--- src/include/slave_dma_regs.svh ---
// register offsets, field positions, reset values and sizes of the DMA block
`ifndef SLAVE_DMA_REGS_SVH
`define SLAVE_DMA_REGS_SVH

`define ADDR_W 12
`define HW_MODE_ADDR 12'h300
`define DMA_CFG_ADDR 12'h330
`define DMA_STATUS_ADDR 12'h3F0

`define CFG_COUNT_MSB 31
`define CFG_COUNT_LSB 8
`define CFG_RSVD_MSB 7
`define CFG_RSVD_LSB 4
`define CFG_BURST_MSB 3
`define CFG_BURST_LSB 2
`define CFG_RUN_BIT 1
`define CFG_DIR_BIT 0

`define HW_REQ_POL_BIT 5
`define HW_BUS32_BIT 8

`define DMA_CFG_RESET 32'h0000_0000
`define HW_MODE_RESET 32'h0000_0000
`define REQ_PIN_RESET 1'b1

`define FIFO_DEPTH 4
`define FIFO_AW 2
`define DATA_W 32

`endif

--- src/include/slave_dma_pkg.sv ---
// types shared by the slave DMA block
package slave_dma_pkg;

    typedef enum logic [1:0] {
        BURST_SINGLE = 2'b00,
        BURST_4 = 2'b01,
        BURST_8 = 2'b10,
        BURST_16 = 2'b11
    } burst_cycle_select_t;

    typedef enum logic {
        DIR_INTO_RAM = 1'b0,
        DIR_FROM_RAM = 1'b1
    } dma_dir_t;

    typedef enum logic [1:0] {
        ST_IDLE = 2'b00,
        ST_REQ = 2'b01,
        ST_GAP = 2'b10,
        ST_DRAIN = 2'b11
    } dma_state_t;

    typedef struct packed {
        logic [23:0] byte_count;
        burst_cycle_select_t burst_cycle_select;
        logic run;
        dma_dir_t dir;
    } dma_cfg_t;

    typedef struct packed {
        logic [11:0] addr;
        logic [31:0] wdata;
        logic wr;
        logic rd;
    } reg_bus_t;

endpackage

--- src/dma_fifo.sv ---
// small fifo with registered ready, valid and data outputs between external bus and internal ram
`timescale 1ns/1ns
module dma_fifo #(
    parameter int WIDTH = 32,
    parameter int DEPTH = 4,
    parameter int AW = 2
) (
    // clock and reset
    input wire logic clk,
    input wire logic rst_n,
    input wire logic flush,
    // fill side
    input wire logic in_valid,
    input wire logic [WIDTH-1:0] in_data,
    output logic in_ready,
    // drain side
    output logic out_valid,
    output logic [WIDTH-1:0] out_data,
    input wire logic out_ready,
    // fill level after this cycle
    output logic [AW:0] level_next
);
    // pointers wrap naturally, so depth must be a power of two
    logic [WIDTH-1:0] mem [DEPTH];
    logic [AW-1:0] wr_ptr_reg;
    logic [AW-1:0] wr_ptr_next;
    logic [AW-1:0] rd_ptr_reg;
    logic [AW-1:0] rd_ptr_next;
    logic [AW:0] count_reg;
    logic in_ready_reg;
    logic out_valid_reg;
    logic [WIDTH-1:0] out_data_reg;
    wire push = in_valid && in_ready_reg;
    wire pop = out_ready && out_valid_reg;
    wire [AW:0] depth_c = (AW+1)'(DEPTH);

    assign wr_ptr_next = flush ? '0 : (push ? wr_ptr_reg + 1'b1 : wr_ptr_reg);
    assign rd_ptr_next = flush ? '0 : (pop ? rd_ptr_reg + 1'b1 : rd_ptr_reg);
    assign level_next = flush ? '0 :
        (push && !pop) ? count_reg + 1'b1 :
        (pop && !push) ? count_reg - 1'b1 : count_reg;

    assign in_ready = in_ready_reg;
    assign out_valid = out_valid_reg;
    assign out_data = out_data_reg;

    always_ff @(posedge clk) begin
        if (push) begin
            mem[wr_ptr_reg] <= in_data;
        end
    end

    // head word is prefetched so the drain side sees a flop, not the array
    always_ff @(posedge clk) begin
        if (!rst_n) begin
            wr_ptr_reg <= '0;
            rd_ptr_reg <= '0;
            count_reg <= '0;
            in_ready_reg <= 1'b0;
            out_valid_reg <= 1'b0;
            out_data_reg <= '0;
        end else begin
            wr_ptr_reg <= wr_ptr_next;
            rd_ptr_reg <= rd_ptr_next;
            count_reg <= level_next;
            in_ready_reg <= level_next != depth_c;
            out_valid_reg <= level_next != '0;
            if (push && wr_ptr_reg == rd_ptr_next) begin
                out_data_reg <= in_data;
            end else begin
                out_data_reg <= mem[rd_ptr_next];
            end
        end
    end
endmodule

--- src/host_slave_dma_config.sv ---
// slave DMA channel: configuration register, burst engine and data path
// Summary of operation
// - 24-bit byte count held in bits 31:8
// - bursts derived from byte count and bus width
// - bits 3:2 pick single, 4, 8, 16 cycles
// - bit 0 picks write into or read from ram
// - request pin polarity follows mode bit 5
//
// Strobed register access was decided locally.
`include "slave_dma_regs.svh"
`timescale 1ns/1ns
module host_slave_dma_config (
    // clock and reset
    input wire logic clk,
    input wire logic rst_n,
    // register port
    input wire slave_dma_pkg::reg_bus_t bus,
    output logic [31:0] rd_data,
    // external dma controller pins
    output logic transfer_request_pin,
    input wire logic dma_ack_pin,
    input wire logic [31:0] ext_data_in,
    output logic [31:0] ext_data_out,
    output logic ext_data_oe,
    // internal ram, write stream
    output logic ram_wr_valid,
    output logic [31:0] ram_wr_data,
    input wire logic ram_wr_ready,
    // internal ram, read stream
    input wire logic ram_rd_valid,
    input wire logic [31:0] ram_rd_data,
    output logic ram_rd_ready
);
    import slave_dma_pkg::*;

    // rounded-up division by a power of two
    function automatic logic [24:0] ceil_shift(input logic [24:0] value,
                                               input logic [2:0] sh);
        logic [25:0] sum;
        sum = {1'b0, value} + ((26'h1 << sh) - 26'h1);
        return 25'(sum >> sh);
    endfunction

    // log2 of the beats in one burst
    function automatic logic [2:0] burst_shift(input burst_cycle_select_t s);
        case (s)
            BURST_SINGLE: return 3'h0;
            BURST_4: return 3'h2;
            BURST_8: return 3'h3;
            BURST_16: return 3'h4;
            default: return 3'h0;
        endcase
    endfunction

    // registers
    dma_cfg_t cfg_reg;
    dma_cfg_t cfg_next;
    logic req_pol_reg;
    logic bus32_reg;
    logic [31:0] rd_data_reg;
    logic [31:0] rd_data_next;
    wire [31:0] cfg_rst = `DMA_CFG_RESET;
    wire [31:0] hw_rst = `HW_MODE_RESET;

    // engine
    dma_state_t st_reg;
    dma_state_t st_next;
    dma_dir_t dir_reg;
    dma_dir_t dir_next;
    logic [2:0] bshift_reg;
    logic [23:0] words_left_reg;
    logic [23:0] words_left_next;
    logic [23:0] fetch_left_reg;
    logic [23:0] fetch_left_next;
    logic [23:0] bursts_left_reg;
    logic [23:0] bursts_left_next;
    logic [4:0] beat_left_reg;
    logic [4:0] beat_left_next;

    // pin side
    logic ack_s1_reg;
    logic ack_s2_reg;
    logic ack_s3_reg;
    logic ack_level_reg;
    logic [31:0] ext_d1_reg;
    logic [31:0] ext_d2_reg;
    logic [31:0] ext_d3_reg;
    logic request_pin_reg;
    logic ext_oe_reg;
    logic ram_rd_ready_reg;
    logic ram_wr_valid_reg;

    // fifo
    logic fifo_in_valid;
    logic [31:0] fifo_in_data;
    logic fifo_in_ready;
    logic fifo_out_valid;
    logic [31:0] fifo_out_data;
    logic fifo_out_ready;
    logic [`FIFO_AW:0] fifo_level_next;
    logic fifo_flush;

    // register decode
    wire wr_cfg = bus.wr && bus.addr == `DMA_CFG_ADDR;
    wire wr_hw = bus.wr && bus.addr == `HW_MODE_ADDR;
    wire rd_cfg = bus.rd && bus.addr == `DMA_CFG_ADDR;
    wire rd_hw = bus.rd && bus.addr == `HW_MODE_ADDR;
    wire rd_stat = bus.rd && bus.addr == `DMA_STATUS_ADDR;
    wire new_run = bus.wdata[`CFG_RUN_BIT];
    wire start = wr_cfg && new_run && !cfg_reg.run;
    wire stop = wr_cfg && !new_run;

    // start-up sizes from the freshly written value
    // count from bits 31:8
    wire [23:0] new_count = bus.wdata[`CFG_COUNT_MSB:`CFG_COUNT_LSB];
    wire burst_cycle_select_t new_burst =
        burst_cycle_select_t'(bus.wdata[`CFG_BURST_MSB:`CFG_BURST_LSB]);
    wire dma_dir_t new_dir = dma_dir_t'(bus.wdata[`CFG_DIR_BIT]);
    wire [24:0] start_words = ceil_shift({1'b0, new_count},
                                         bus32_reg ? 3'h2 : 3'h1);
    wire [2:0] start_shift = burst_shift(new_burst);
    wire [24:0] start_bursts = ceil_shift(start_words, start_shift);

    // one beat per settled rising edge of the acknowledge pin
    wire ack_settled = ack_s2_reg == ack_s3_reg;
    wire ack_rise = ack_settled && ack_s3_reg && !ack_level_reg;
    wire beat = ack_rise && st_reg == ST_REQ &&
        (dir_reg == DIR_FROM_RAM ? fifo_out_valid : fifo_in_ready);
    wire ram_take = ram_rd_valid && ram_rd_ready_reg;
    wire ram_give = ram_wr_valid_reg && ram_wr_ready;
    wire drained = !fifo_out_valid && !ram_wr_valid_reg;
    wire done = st_reg == ST_DRAIN && drained && !stop;
    wire [4:0] blen = 5'h1 << bshift_reg;
    wire [4:0] first_beats =
        (start_words < 25'(5'h1 << start_shift)) ? 5'(start_words) :
        5'(5'h1 << start_shift);
    wire [4:0] gap_beats =
        (words_left_reg < 24'(blen)) ? 5'(words_left_reg) : blen;

    // hardware clearing of run loses to a software write
    always_comb begin
        cfg_next = cfg_reg;
        if (wr_cfg) begin
            cfg_next.byte_count = new_count;
            cfg_next.burst_cycle_select = new_burst;
            cfg_next.run = new_run;
            cfg_next.dir = new_dir;
        end else if (done) begin
            cfg_next.run = 1'b0;
        end
    end

    // engine sequencing
    always_comb begin
        st_next = st_reg;
        dir_next = dir_reg;
        words_left_next = words_left_reg;
        fetch_left_next = fetch_left_reg;
        bursts_left_next = bursts_left_reg;
        beat_left_next = beat_left_reg;
        if (ram_take && fetch_left_reg != 24'h0) begin
            fetch_left_next = fetch_left_reg - 24'h1;
        end
        case (st_reg)
            ST_IDLE: begin
                if (start) begin
                    dir_next = new_dir;
                    words_left_next = start_words[23:0];
                    bursts_left_next = start_bursts[23:0];
                    fetch_left_next = (new_dir == DIR_FROM_RAM) ?
                        start_words[23:0] : 24'h0;
                    beat_left_next = first_beats;
                    st_next = (start_words == 25'h0) ? ST_DRAIN : ST_REQ;
                end
            end
            ST_REQ: begin
                if (beat) begin
                    words_left_next = words_left_reg - 24'h1;
                    beat_left_next = beat_left_reg - 5'h1;
                    if (beat_left_reg == 5'h1) begin
                        bursts_left_next = bursts_left_reg - 24'h1;
                        st_next = (words_left_reg == 24'h1) ?
                            ST_DRAIN : ST_GAP;
                    end
                end
            end
            ST_GAP: begin
                beat_left_next = gap_beats;
                st_next = ST_REQ;
            end
            ST_DRAIN: begin
                if (drained) begin
                    st_next = ST_IDLE;
                end
            end
            default: st_next = ST_IDLE;
        endcase
        if (stop) begin
            st_next = ST_IDLE;
            words_left_next = 24'h0;
            fetch_left_next = 24'h0;
            bursts_left_next = 24'h0;
            beat_left_next = 5'h0;
        end
    end

    // request only while the fifo can follow the next beat
    wire active_next = st_next != ST_IDLE;
    wire room_next = (dir_next == DIR_FROM_RAM) ?
        fifo_level_next != '0 :
        fifo_level_next != (`FIFO_AW+1)'(`FIFO_DEPTH);
    wire req_active_next = st_next == ST_REQ && room_next;

    // fifo steering by direction
    assign fifo_flush = stop;
    assign fifo_in_valid = (dir_reg == DIR_FROM_RAM) ? ram_take :
        (beat && st_reg == ST_REQ);
    assign fifo_in_data = (dir_reg == DIR_FROM_RAM) ? ram_rd_data :
        ext_d3_reg;
    assign fifo_out_ready = (dir_reg == DIR_FROM_RAM) ? beat : ram_give;

    // read mux, reserved bits read zero
    assign rd_data_next =
        rd_cfg ? {cfg_reg.byte_count, 4'h0, cfg_reg.burst_cycle_select,
                  cfg_reg.run, cfg_reg.dir} :
        rd_hw ? {23'h0, bus32_reg, 2'h0, req_pol_reg, 5'h0} :
        rd_stat ? {bursts_left_reg, 5'h0, !fifo_out_valid, dir_reg,
                   st_reg != ST_IDLE} : 32'h0;

    dma_fifo #(
        .WIDTH(`DATA_W),
        .DEPTH(`FIFO_DEPTH),
        .AW(`FIFO_AW)
    ) u_fifo (
        .clk(clk),
        .rst_n(rst_n),
        .flush(fifo_flush),
        .in_valid(fifo_in_valid),
        .in_data(fifo_in_data),
        .in_ready(fifo_in_ready),
        .out_valid(fifo_out_valid),
        .out_data(fifo_out_data),
        .out_ready(fifo_out_ready),
        .level_next(fifo_level_next)
    );

    always_ff @(posedge clk) begin
        if (!rst_n) begin
            // reserved bits 7:4 have no storage
            cfg_reg <= dma_cfg_t'({cfg_rst[`CFG_COUNT_MSB:`CFG_COUNT_LSB],
                                   cfg_rst[`CFG_BURST_MSB:0]});
            req_pol_reg <= hw_rst[`HW_REQ_POL_BIT];
            bus32_reg <= hw_rst[`HW_BUS32_BIT];
            rd_data_reg <= 32'h0;
        end else begin
            cfg_reg <= cfg_next;
            rd_data_reg <= rd_data_next;
            if (wr_hw) begin
                req_pol_reg <= bus.wdata[`HW_REQ_POL_BIT];
                bus32_reg <= bus.wdata[`HW_BUS32_BIT];
            end
        end
    end

    always_ff @(posedge clk) begin
        if (!rst_n) begin
            st_reg <= ST_IDLE;
            dir_reg <= DIR_INTO_RAM;
            bshift_reg <= 3'h0;
            words_left_reg <= 24'h0;
            fetch_left_reg <= 24'h0;
            bursts_left_reg <= 24'h0;
            beat_left_reg <= 5'h0;
        end else begin
            st_reg <= st_next;
            dir_reg <= dir_next;
            words_left_reg <= words_left_next;
            fetch_left_reg <= fetch_left_next;
            bursts_left_reg <= bursts_left_next;
            beat_left_reg <= beat_left_next;
            if (start) begin
                bshift_reg <= start_shift;
            end
        end
    end

    // pin synchroniser: data follows the acknowledge through equal stages
    always_ff @(posedge clk) begin
        if (!rst_n) begin
            ack_s1_reg <= 1'b0;
            ack_s2_reg <= 1'b0;
            ack_s3_reg <= 1'b0;
            ack_level_reg <= 1'b0;
            ext_d1_reg <= 32'h0;
            ext_d2_reg <= 32'h0;
            ext_d3_reg <= 32'h0;
        end else begin
            ack_s1_reg <= dma_ack_pin;
            ack_s2_reg <= ack_s1_reg;
            ack_s3_reg <= ack_s2_reg;
            ext_d1_reg <= ext_data_in;
            ext_d2_reg <= ext_d1_reg;
            ext_d3_reg <= ext_d2_reg;
            if (ack_settled) begin
                ack_level_reg <= ack_s3_reg;
            end
        end
    end

    always_ff @(posedge clk) begin
        if (!rst_n) begin
            request_pin_reg <= `REQ_PIN_RESET;
            ext_oe_reg <= 1'b0;
            ram_rd_ready_reg <= 1'b0;
            ram_wr_valid_reg <= 1'b0;
        end else begin
            request_pin_reg <= req_pol_reg ? req_active_next :
                !req_active_next;
            ext_oe_reg <= active_next && dir_next == DIR_FROM_RAM;
            ram_rd_ready_reg <= active_next && dir_next == DIR_FROM_RAM &&
                fetch_left_next != 24'h0 &&
                fifo_level_next != (`FIFO_AW+1)'(`FIFO_DEPTH);
            ram_wr_valid_reg <= active_next && dir_next == DIR_INTO_RAM &&
                fifo_level_next != '0;
        end
    end

    assign rd_data = rd_data_reg;
    assign transfer_request_pin = request_pin_reg;
    assign ext_data_out = fifo_out_data;
    assign ext_data_oe = ext_oe_reg;
    assign ram_wr_valid = ram_wr_valid_reg;
    assign ram_wr_data = fifo_out_data;
    assign ram_rd_ready = ram_rd_ready_reg;
endmodule

--- config.mk ---
export PLATFORM = sky130hd
export DESIGN_NAME = host_slave_dma_config
export DESIGN_NICKNAME = d
export VERILOG_FILES = /design/src/include/slave_dma_pkg.sv /design/src/dma_fifo.sv /design/src/host_slave_dma_config.sv
export VERILOG_INCLUDE_DIRS = /design/src /design/src/include
export SDC_FILE = /design/constraint.sdc
export NUM_CORES = 1
export LEC_CHECK = 0
export ABC_AREA = 1
export BUFFER_PORTS_ARGS = -buffer_cell sky130_fd_sc_hd__buf_2
export CAP_MARGIN = 40
export CELL_PAD_IN_SITES_DETAIL_PLACEMENT = 0
export CELL_PAD_IN_SITES_GLOBAL_PLACEMENT = 1
export CORE_AREA = 5 5 282 284
export DETAILED_ROUTE_END_ITERATION = 16
export DIE_AREA = 0 0 287 289
export GPL_TIMING_DRIVEN = 0
export PLACE_DENSITY = 0.66
export REMOVE_ABC_BUFFERS = 1
export SYNTH_ARGS = -nofsm -noshare
export SYNTH_HDL_FRONTEND = slang
export SYNTH_HIERARCHICAL = 1
export SYNTH_SLANG_ARGS = --single-unit
--- constraint.sdc ---
create_clock -name clk -period 6.48 [get_ports clk]
set_input_delay 1.296 -clock clk [delete_from_list [all_inputs] [get_ports clk]]
set_output_delay 1.296 -clock clk [all_outputs]
set_load 0.1 [all_outputs]
==> impl_metrics.toml <==
[status]
status = "finished clean"

[timing]
slew_headroom_pct = 41.0
finalCritPeriodShare_pct = 91.7
grt_setup_unrepaired = "no"
tightest_slew_ps = 879
worst_slack_ps = 536
whs_ps = 379
final.setup_skew_ps = 36.5
slew_viol_final = 0
setup_viol = 0
hold_violations = 0
finalSetupTns_ps = 0
max_freq_mhz = 168
fin_crit_ps = 5940

[global_route]
grt_pass1_vias = 18700
grt_pass1_wl_um = 108000
grt_start_max_net_pins = 98
antenna_found_initial = 6
grt_usage_pct = 16.3
gr-total-overflow = 0

[clocking]
cts_tree = "yes"
htree_levels = 2
ctsLongestPathBuffers = 3
cts_setup_buffers = 0
cts_hold_buf = 0
worstSkewPairLatency_ps = 620
path_clk_slew_ps = 60
cts-root-buf = "clkbuf_16"
cts_buffers = 50
clock_sinks = 415

[detailed_routing]
drtIter0Drc = 1212
firstDrtPassIters = 5
wl_um = 70200
wl_per_cell_um = 16.2
drc_errors = 0
drtAntennaViolNets = 0
via_per_inst = 4.58
via_count = 19800

[hold_path]
hold_class = "reg -> reg"
min_from = "ext_d1_reg[27]$_SDFF_PN0_"
min_path_cells = 2
hold_end = "ext_d2_reg[27]$_SDFF_PN0_"

[logic_synthesis]
synth.cells.most_frequent = "nand2_1 (742), inv_1 (465), dfxtp_1 (287)"
synth_edf_count = 128
synthFlopType = "dfxtp_1"
synth.most_common_cell = "nand2_1"
synth.area.top_cells = "dfxtp_1 (25%), edfxtp_1 (17%), nand2_1 (12%)"
synth_cell_types = 57
ys_seq_elements = 415
synth_top_area_cell = "dfxtp_1"
ys_warn_count = 6
synth_top_cell_area_share_pct = 25.2
synthCells = 3104
synth.cell_area_um2 = 22800
yosysSeqAreaShare_pct = 42.0
syn_area_per_cell_um2 = 7.35
synth-async-reset-ratio_pct = 0

[setup_path]
critPathKind = "in -> reg"
r2r-start = "bus32_reg$_SDFFE_PN0P_"
slowest_stage = "fa_1"
crit_path_frequent_cell = "nand2_1"
rr_endpoint = "bursts_left_reg[17]$_SDFFE_PP0P_"
crit_path_start_kind = "input port"
r2r_slack_ps = 620
crit_path_end_kind = "flip-flop"
reg2regPathDepth = 29
crit_fanout = 4
slowest_delay_ps = 410
required_ps = 7000
worst-endpoint-arrival_ps = 6470

[cells_and_area]
regMostFlops = "u_fifo/mem"
drive_above_1_share_pct = 11.3
nets = 3466
largest_register_ffs = 128
instances_no_fill = 4329
area_delta_synth_final_pct = 17.6

[pwr]
p_leak_uw = 0.0131
p_per_area_nw_per_um2 = 335
total_power_uw = 9000
vdd_drop_max_mv = 0.207

[place]
place.port_buffers = 208
post-place-cells = 4232
gp_congestion = 0.875
dpl.hpwl_um = 51400
pre_cts_ws_ps = -457

[die]
dieArea_um2 = 82900
row_count = 102
core_area_um2 = 76800
die_h_um = 289
ioPinCount = 215
die_w_um = 287
start_util_pct = 29.7

[job]
drv_cap = 0
-- kinds of logic (layout without fill, tap and decap cells) --
| group | count (synthesis) | after routing | share of synthesized area (%) |
|---|---|---|---|
| AOI/OAI and AO/OA | 525 | 525 | 12.9 |
| xor gates and xnor gates | 52 | 52 | 2.00 |
| adders and majority gates | 107 | 107 | 5.93 |
| buffers and inverters | 630 | 808 | 11.2 |
| DFF | 415 | 415 | 42.0 |
| muxes | 2 | 2 | 0.0877 |
| other | 1 | 8 | 0.0164 |
| and+or+nand+nor | 1372 | 1372 | 25.8 |
-- layout make-up --
type / instances / area [um^2]
sequential: 415 / 9590
clock inverter: 20 / 285
inverter: 476 / 1790
fill: 8306 / 50000
antenna: 5 / 12.5
clock buffer: 72 / 1440
tap: 1040 / 1300
multi-input combinational: 2061 / 10700
timing repair buffer: 240 / 1680
-- where the power goes --
group          switching [uW]  internal (uW)
combinational            2070           1010
sequential                189           2840
clock                    1180           1720
-- layout by cell type (no fill, tap or decap), types with 5 or more instances in the layout --
master	count
dfxtp_1	286
nor4_1	15
clkbuf_16	50
nand3_1	207
xnor2_1	19
a21oi_1	179
ha_1	104
clkbuf_1	11
o21ai_1	11
buf_16	13
o21bai_1	7
nor3_1	34
nor2_4	8
clkbuf_8	11
buf_8	6
buf_2	209
nand4_1	48
a31oi_1	29
diode_2	5
or2_2	8
o22ai_1	20
xor2_1	33
a211oi_1	6
buf_12	7
inv_2	6
o211ai_1	51
nand2_1	741
o21ai_0	195
nand2_2	10
nand3b_1	29
edfxtp_1	128
nor2_1	255
inv_1	465
clkinv_1	10
-- repair_timing --
action	CTS	global route
resized for setup	0	3
endpoints found under the hold margin	0	0
setup endpoints to repair	0	8
-- per-stage QoR --
| stage | instance area (um^2) | utilization (%) |
|---|---|---|
| 2_1_floorplan | 22100 | - |
| 3_3_place_gp | 24400 | 31.8 |
| 3_5_place_dp | 25100 | 32.7 |
| 4_1_cts | 26800 | 34.9 |
| 5_1_grt | 26800 | 34.9 |
| 6_report | 26800 | 34.9 |
-- routing by layer --
metal	track usage, %	vias up	routed length [um]
met5	0	-	13
met2	27.9	330	32900
li1	-	10400	-
met1	21.7	9040	32800
met3	2.37	99	2790
met4	4.14	2	1660
-- worst max-delay path, delay by kind of cell --
family          cells  cell delay (ps)
compound gates      4             1060
xor+xnor            1              200
fa+ha+maj           4             1300
buf+inv             5              440
simple gates       17             2160
-- worst max path at each step --
stage	from	end	slack, ps	cells past startpoint
after global routing	bus[11]	ram_wr_valid$_SDFF_PN0_	50	33
after CTS	bus[12]	ram_wr_valid$_SDFF_PN0_	170	30
after global placement	bus32_reg$_SDFFE_PN0P_	bursts_left_reg[17]$_SDFFE_PP0P_	-1390	29
after detailed placement	bus[12]	ram_wr_valid$_SDFF_PN0_	-460	30
after floorplan	bus[4]	bursts_left_reg[13]$_SDFFE_PP0P_	1180	20
final	bus[11]	bursts_left_reg[17]$_SDFFE_PP0P_	540	31
Power figures use the tool's default switching activity.
